### src/hw/pfc_cfg.svh
`ifndef PFC_CFG_SVH
`define PFC_CFG_SVH

// ==========================================
// register offsets
`define PFC_ADDR_PIN1      6'h01
`define PFC_ADDR_PIN0      6'h02
`define PFC_ADDR_THR       6'h03

// ==========================================
// reset values
`define PFC_PIN1_RST       8'h2e
`define PFC_PIN0_RST       8'h3f
`define PFC_THR_RST        8'h07

// ==========================================
// field positions
`define PFC_DS_BIT         7
`define PFC_INV_BIT        6
`define PFC_RET_BIT        6

// ==========================================
// function codes
`define PFC_FN_HIZ         6'h2e
`define PFC_FN_XDIV        6'h3f
`define PFC_FN_RXTHR       6'h00
`define PFC_FN_TXTHR       6'h02

// ==========================================
// wake-up test settings
`define PFC_TEST_SETTING_ONE_RET0     8'h31
`define PFC_TEST_SETTING_TWO_RET0     8'h88
`define PFC_TEST_SETTING_ONE_RET1     8'h35
`define PFC_TEST_SETTING_TWO_RET1     8'h81

// ==========================================
// thresholds and timing
`define PFC_RX_STEP        7'h04
`define PFC_TX_BASE        7'h3d
`define PFC_XDIV_RATIO     192
`define PFC_XDIV_HALF      7'((`PFC_XDIV_RATIO) / 2)

`endif

### src/hw/pfc_pkg.sv
package pfc_pkg;
  typedef logic [7:0] pfc_byte_t;
  typedef logic [6:0] pfc_cnt_t;
  typedef logic [5:0] pfc_addr_t;
  typedef enum logic [1:0] {
    PFC_HIZ  = 2'b00,
    PFC_XDIV = 2'b01,
    PFC_SIG  = 2'b10
  } pfc_mode_t;
endpackage : pfc_pkg

### src/hw/pfc_thr_if.sv
`timescale 1ns/100ps
interface pfc_thr_if;
  logic [3:0]         sel;
  pfc_pkg::pfc_cnt_t  rx_bytes;
  pfc_pkg::pfc_cnt_t  tx_bytes;
  logic               rx_hit;
  logic               tx_hit;
  modport calc (input sel, input rx_bytes, input tx_bytes, output rx_hit, output tx_hit);
  modport user (output sel, output rx_bytes, output tx_bytes, input rx_hit, input tx_hit);
endinterface : pfc_thr_if

### src/hw/pfc_thresh.sv
`timescale 1ns/100ps
`include "pfc_cfg.svh"
module pfc_thresh (
  // threshold compare
  pfc_thr_if.calc thr
);
  import pfc_pkg::*;

  pfc_cnt_t rx_level;
  pfc_cnt_t tx_level;

  // ==========================================
  // level compare
  always_comb begin
    rx_level   = 7'((7'(thr.sel) + 7'h01) * `PFC_RX_STEP);
    tx_level   = 7'(`PFC_TX_BASE - 7'(7'(thr.sel) * `PFC_RX_STEP));
    thr.rx_hit = (thr.rx_bytes >= rx_level);
    thr.tx_hit = (thr.tx_bytes >= tx_level);
  end
endmodule : pfc_thresh

### src/hw/pfc_top.sv
// How it works
// Bit 6 of each pin register inverts that pin's selected signal when one.
// Pin 1 function field resets to 0x2e, which leaves the pin undriven.
// Pin 0 function field resets to 0x3f, which drives the clock divided by 192.
// The host is expected to turn the divided clock off at initialization.
// Bit 7 of the pin 1 register sets the drive strength of both pins.
// On wake the test settings become 0x31/0x88 or 0x35/0x81 by the retain bit.
// The RX threshold is 4*(setting+1) bytes, hit when the count is at or above it.
// The TX threshold is 61-4*setting bytes, hit when the count is at or above it.
`timescale 1ns/100ps
`include "pfc_cfg.svh"
module pfc_top (
  // clock, reset, enable
  input  wire logic                CLOCK,
  input  wire logic                RST_B,
  input  wire logic                CE,
  // register port
  input  wire pfc_pkg::pfc_addr_t  REG_ADDR,
  input  wire logic                REG_WR,
  input  wire logic                REG_RD,
  input  wire pfc_pkg::pfc_byte_t  REG_WDATA,
  output      pfc_pkg::pfc_byte_t  REG_RDATA,
  // fifo levels and wake
  input  wire pfc_pkg::pfc_cnt_t   RX_BYTES,
  input  wire pfc_pkg::pfc_cnt_t   TX_BYTES,
  input  wire logic                WAKE,
  // output pins
  output      logic [1:0]          PIN_OUT,
  output      logic [1:0]          PIN_OE,
  output      logic                PIN_DS,
  // status and analog settings
  output      logic                RX_THR_HIT,
  output      logic                TX_THR_HIT,
  output      pfc_pkg::pfc_byte_t  TEST_SETTING_ONE_VAL,
  output      pfc_pkg::pfc_byte_t  TEST_SETTING_TWO_VAL
);
  import pfc_pkg::*;

  pfc_byte_t  pin_cfg_r [2];
  pfc_byte_t  pin_cfg_nxt [2];
  pfc_byte_t  thr_cfg_r;
  pfc_byte_t  thr_cfg_nxt;
  pfc_byte_t  rdata_r;
  pfc_byte_t  rdata_nxt;
  pfc_byte_t  test_setting_one_r;
  pfc_byte_t  test_setting_one_nxt;
  pfc_byte_t  test_setting_two_r;
  pfc_byte_t  test_setting_two_nxt;
  pfc_cnt_t   xdiv_cnt_r;
  pfc_cnt_t   xdiv_cnt_nxt;
  logic       xclk_r;
  logic       xclk_nxt;
  logic [1:0] out_r;
  logic [1:0] oe_r;
  logic       out_nxt [2];
  logic       oe_nxt [2];
  logic       ds_r;
  logic       rxh_r;
  logic       txh_r;

  pfc_thr_if thr_bus ();

  // ==========================================
  // threshold compare
  assign thr_bus.sel      = thr_cfg_r[3:0];
  assign thr_bus.rx_bytes = RX_BYTES;
  assign thr_bus.tx_bytes = TX_BYTES;

  pfc_thresh u_thresh (
    .thr (thr_bus.calc)
  );

  // ==========================================
  // register file
  // unmapped writes are dropped, unmapped reads give zero
  always_comb begin
    pin_cfg_nxt = pin_cfg_r;
    thr_cfg_nxt = thr_cfg_r;
    rdata_nxt   = rdata_r;
    if (REG_WR) begin
      case (REG_ADDR)
        `PFC_ADDR_PIN1: pin_cfg_nxt[1] = REG_WDATA;
        `PFC_ADDR_PIN0: pin_cfg_nxt[0] = REG_WDATA;
        `PFC_ADDR_THR:  thr_cfg_nxt    = REG_WDATA;
        default: ;
      endcase
    end
    if (REG_RD) begin
      case (REG_ADDR)
        `PFC_ADDR_PIN1: rdata_nxt = pin_cfg_r[1];
        `PFC_ADDR_PIN0: rdata_nxt = pin_cfg_r[0];
        `PFC_ADDR_THR:  rdata_nxt = thr_cfg_r;
        default:        rdata_nxt = 8'h00;
      endcase
    end
  end

  // ==========================================
  // wake-up test settings
  // only the applied values change; test register reads are outside this block
  always_comb begin
    test_setting_one_nxt = test_setting_one_r;
    test_setting_two_nxt = test_setting_two_r;
    if (WAKE) begin
      test_setting_one_nxt = thr_cfg_r[`PFC_RET_BIT] ? `PFC_TEST_SETTING_ONE_RET1 : `PFC_TEST_SETTING_ONE_RET0;
      test_setting_two_nxt = thr_cfg_r[`PFC_RET_BIT] ? `PFC_TEST_SETTING_TWO_RET1 : `PFC_TEST_SETTING_TWO_RET0;
    end
  end

  // ==========================================
  // clock divider, CLOCK stands in for the crystal clock
  always_comb begin
    xdiv_cnt_nxt = 7'(xdiv_cnt_r + 7'h01);
    xclk_nxt     = xclk_r;
    if (xdiv_cnt_r == 7'(`PFC_XDIV_HALF - 7'h01)) begin
      xdiv_cnt_nxt = 7'h00;
      xclk_nxt     = ~xclk_r;
    end
  end

  // ==========================================
  // per-pin function select
  genvar gi;
  generate
    for (gi = 0; gi < 2; gi++) begin : g_pin
      pfc_mode_t mode;
      logic      sig;
      always_comb begin
        case (pin_cfg_r[gi][5:0])
          `PFC_FN_HIZ:  mode = PFC_HIZ;
          `PFC_FN_XDIV: mode = PFC_XDIV;
          default:      mode = PFC_SIG;
        endcase
        case (pin_cfg_r[gi][5:0])
          `PFC_FN_RXTHR: sig = rxh_r;
          `PFC_FN_TXTHR: sig = txh_r;
          default:       sig = 1'b0;
        endcase
        case (mode)
          PFC_HIZ:  sig = 1'b0;
          PFC_XDIV: sig = xclk_r;
          PFC_SIG:  sig = sig;
          default:  sig = 1'b0;
        endcase
        out_nxt[gi] = sig ^ pin_cfg_r[gi][`PFC_INV_BIT];
        oe_nxt[gi]  = (mode != PFC_HIZ);
      end
    end
  endgenerate

  // ==========================================
  // state registers
  always_ff @(posedge CLOCK) begin
    if (!RST_B) begin
      pin_cfg_r[1] <= `PFC_PIN1_RST;
      pin_cfg_r[0] <= `PFC_PIN0_RST;
      thr_cfg_r    <= `PFC_THR_RST;
      rdata_r      <= 8'h00;
      test_setting_one_r      <= `PFC_TEST_SETTING_ONE_RET0;
      test_setting_two_r      <= `PFC_TEST_SETTING_TWO_RET0;
      xdiv_cnt_r   <= 7'h00;
      xclk_r       <= 1'b0;
      out_r        <= 2'h0;
      oe_r         <= 2'h0;
      ds_r         <= 1'b0;
      rxh_r        <= 1'b0;
      txh_r        <= 1'b0;
    end else if (CE) begin
      pin_cfg_r  <= pin_cfg_nxt;
      thr_cfg_r  <= thr_cfg_nxt;
      rdata_r    <= rdata_nxt;
      test_setting_one_r    <= test_setting_one_nxt;
      test_setting_two_r    <= test_setting_two_nxt;
      xdiv_cnt_r <= xdiv_cnt_nxt;
      xclk_r     <= xclk_nxt;
      out_r      <= {out_nxt[1], out_nxt[0]};
      oe_r       <= {oe_nxt[1], oe_nxt[0]};
      ds_r       <= pin_cfg_r[1][`PFC_DS_BIT];
      rxh_r      <= thr_bus.rx_hit;
      txh_r      <= thr_bus.tx_hit;
    end
  end

  assign REG_RDATA  = rdata_r;
  assign PIN_OUT    = out_r;
  assign PIN_OE     = oe_r;
  assign PIN_DS     = ds_r;
  assign RX_THR_HIT = rxh_r;
  assign TX_THR_HIT = txh_r;
  assign TEST_SETTING_ONE_VAL  = test_setting_one_r;
  assign TEST_SETTING_TWO_VAL  = test_setting_two_r;
endmodule : pfc_top

### config.mk
export PLATFORM = sky130hd
export DESIGN_NAME = pfc_top
export DESIGN_NICKNAME = d
export VERILOG_FILES = /design/src/hw/pfc_pkg.sv /design/src/hw/pfc_thr_if.sv /design/src/hw/pfc_thresh.sv /design/src/hw/pfc_top.sv
export VERILOG_INCLUDE_DIRS = /design/src /design/src/hw
export SDC_FILE = /design/constraint.sdc
export NUM_CORES = 1
export LEC_CHECK = 0
export BUFFER_PORTS_ARGS = -buffer_cell sky130_fd_sc_hd__buf_2
export CORE_MARGIN = 2
export CORE_UTILIZATION = 52
export CTS_BUF_LIST = sky130_fd_sc_hd__clkbuf_4 sky130_fd_sc_hd__clkbuf_8
export CTS_CLUSTER_DIAMETER = 200
export DETAILED_ROUTE_END_ITERATION = 10
export MAX_ROUTING_LAYER = met4
export PLACE_DENSITY = 0.86
export RECOVER_POWER = 25
export REMOVE_ABC_BUFFERS = 1
export SLEW_MARGIN = 20
export SYNTH_ARGS = -nofsm -noshare
export SYNTH_HDL_FRONTEND = slang
export SYNTH_HIERARCHICAL = 1
export SYNTH_SLANG_ARGS = --single-unit
export TNS_END_PERCENT = 20
### constraint.sdc
create_clock -name CLOCK -period 1.9 [get_ports CLOCK]
set_clock_uncertainty 0.15 [all_clocks]
set_input_delay 0.38 -clock CLOCK [delete_from_list [all_inputs] [get_ports CLOCK]]
set_output_delay 0.38 -clock CLOCK [all_outputs]
set_load 0.01 [all_outputs]
==> metrics <==
Rel. slew slack=51.4%; Total GRT Usage=23.2%; commonest cells in the netlist=49 x dfxtp_1, 28 x nand2_1, 21 x mux2i_1, 20 x nor2_1, 19 x o21ai_0; WHS=195 ps; Mean Syn Cell Area=8.91 um2; Die Width=74.6 um; Congestion Overflow GR=0; remaining antenna violation count=0; CTS Buf Count=5; part of the power in registers=55.1%; Sink Count=49; r2r setup slk=90 ps; Layout area overhead=14.1%; # fillers=423; Critical Path AT=1830 ps; sequential-to-total area share from yosys stat=37.8%; Total Wirelength=6050 um; Worst Setup SP=thr_cfg_r[1]$_SDFFE_PN1P_; Syn Inst Count=291; DR iter-0 viols=128; Crit path required time=1920 ps; Reg2Reg Launch Point=thr_cfg_r[1]$_SDFFE_PN1P_; most frequent cell after synthesis=dfxtp_1; Crit path max-delay family=adder cells; Clk pin slew, worst setup/hold paths=90 ps; worst min-delay path category=in -> reg; leakage=1.23 nW; CTS Root Cell=clkbuf_8; combinational power share=11.3%; dpl hpwl=4530 um; Post-Layout Inst Area=2960 um2; DRC violations left=0; Antenna diodes=0; top cells by area, synth=dfxtp_1 38%, mux2i_1 8.1%, ha_1 5.3%, buf_4 4.1%, nand2_1 4.1%; First-pass DRT Iterations=4; first-pass GRT wire length=9640 um; initial core utilization=54.6%; Buf/Inv on CP=0; Psw=0.476 mW; FFs w/ async S/R, synth=0%; cell internal pwr=1.43 mW; Slew Viols, Final=0; CTS tree=yes; # Post-CTS Setup Buffers=0; initial antenna violation count=0; vias per inst=5.68; Synth Cell Area=2590 um2; post-synthesis sequential element count=49; via count=2318; largest stage delay on the critical path=380 ps; main flop type after synthesis=dfxtp_1; synth unique cells=46; Max VDD drop=0.440 mV; power per cell area=644 nW/um2; largest net degree at the start of global routing=23; setup violators final=0; Worst Tran Pin Value=728 ps; # resized after CTS=0; Final Cycle Share=95.1%; Placed Area=2870 um2; fmax=553 MHz; Hold Crit Start=REG_WDATA[7]; Max-cap violations=0; CTS Buffer Depth=2; final net count=385; share of post-route cells with drive strength above 1=23.5%; Cell Chain, Critical Path=ha_2, nand3_1, ha_1, a21oi_1, o221ai_1, mux2i_1, nor2_1; type of the worst setup path=reg -> reg; Die ar.=5570 um2; critical path's slowest cell=dfxtp_2; H-Tree Depth=2; Worst Setup Start Kind=register; Yosys warning total=6; Post-Route Utilization=62.3%; core box area=4750 um2; Sw Share=25.0%; I/O Pins=65; # rows=25; Post-synth EDFFs=0; outcome=finished clean; clock group share of total power=33.6%; Final Hold Viols=0; total power draw=1.91 mW; crit-path max FO=5; post-synth top area cell=dfxtp_1; vias in the first global route=2190; Crit. End Element=register; Port Buffers=51; clock latency at the later pin of the worst-skew pair=300 ps; post-route minimum period=1810 ps; setup tns final=0 ps; top cell type's share of synthesized area=37.8%; Die H=74.6 um; Routed WL per cell=14.8 um; CTS Hold Bufs=0; Final GP Congestion=0.871
## registers in the layout (all words and copies together), names as in the netlist
| name | cells |
|---|---|
| RX_THR_HIT | 1 |
| thr_cfg_r | 8 |
| xclk_r | 1 |
| REG_RDATA | 8 |
| TEST_SETTING_TWO_VAL | 2 |
| xdiv_cnt_r | 7 |
| TX_THR_HIT | 1 |
| pin_cfg_r | 16 |
| PIN_DS | 1 |
| PIN_OUT | 2 |
| PIN_OE | 2 |
## layer usage
| layer | global-route usage (%) | wire [um] | part of all wire (%) | up-vias |
|---|---|---|---|---|
| met4 | 10.3 | 138 | 2.3 | 0 |
| met5 | - | 0 | 0 | - |
| met2 | 36.3 | 2860 | 47 | 87 |
| met1 | 29.0 | 2640 | 44 | 1078 |
| li1 | - | - | - | 1138 |
| met3 | 4.95 | 410 | 6.8 | 15 |
## tightest hold or removal path: cells and delay by family
kind                   cells  cell delay (ps)
buffers and inverters      1              110
AND/OR/NAND/NOR            1               60
AO/OA/AOI/OAI              1               50
## final timing paths
path                            cells past startpoint                         end
worst max-delay path                                7     RX_THR_HIT$_SDFFE_PN0P_
worst min-delay path                                3  pin_cfg_r[15]$_SDFFE_PN0P_
worst max register to register                      7     RX_THR_HIT$_SDFFE_PN0P_
worst min register to register                      2   REG_RDATA[3]$_SDFFE_PN0P_
## final cells by class
class / instances / area, um2 / share of cell area [%]
inverter: 5 / 18.8 / 0.634
clock buffer: 8 / 91.3 / 3.09
tap: 67 / 83.8 / 2.83
timing repair buffer: 63 / 332 / 11.2
sequential: 49 / 985 / 33.3
multi-input combinational: 216 / 1450 / 49.0
## cells in the final DEF, fill, tap and decap left out, drive strengths merged, types with 5 or more instances in the layout
| cell type | synthesis | routed |
|---|---|---|
| clkbuf | 10 | 17 |
| a22oi | 8 | 8 |
| nand3 | 5 | 5 |
| nor4 | 7 | 7 |
| or4 | 6 | 6 |
| o21ai | 19 | 19 |
| nand2 | 29 | 29 |
| ha | 11 | 11 |
| conb | 2 | 13 |
| a21oi | 11 | 11 |
| inv | 5 | 5 |
| nor2 | 20 | 20 |
| mux2i | 21 | 21 |
| mux2 | 8 | 8 |
| buf | 22 | 54 |
| a31oi | 6 | 6 |
| nand4 | 9 | 9 |
| dfxtp | 49 | 49 |
## per-stage QoR
| stage | worst slack, ps | cells |
|---|---|---|
| detailed placement | -49.8 | 400 |
| global route | -39.1 | 408 |
| floorplan | -300 | 270 |
| CTS | 46.3 | 408 |
| global placement | -15.7 | 400 |
| finish | 93.1 | 408 |
## power by group through the flow
stage / clock network [mW] / logic [mW] / registers [mW]
after floorplan: 0 / 0.100 / 1.07
after global placement: 0 / 0.208 / 1.07
after detailed placement: 0 / 0.214 / 1.07
after CTS: 0.646 / 0.215 / 1.05
after global routing: 0.696 / 0.238 / 1.05
final: 0.640 / 0.216 / 1.05
## kinds of logic (layout without fill, tap and decap cells)
family | after synthesis | in the layout | synth area share [%]
AND/OR/NAND/NOR | 93 | 93 | 18.9
AO/OA/AOI/OAI | 64 | 64 | 15.9
flip-flops | 49 | 49 | 37.8
buffers and inverters | 37 | 76 | 8.15
multiplexers | 29 | 29 | 11.6
adder cells (fa/ha/maj) | 11 | 11 | 5.31
XOR/XNOR | 6 | 6 | 2.03
other | 2 | 13 | 0.290
Note: power is estimated with default switching activity, not from simulation.
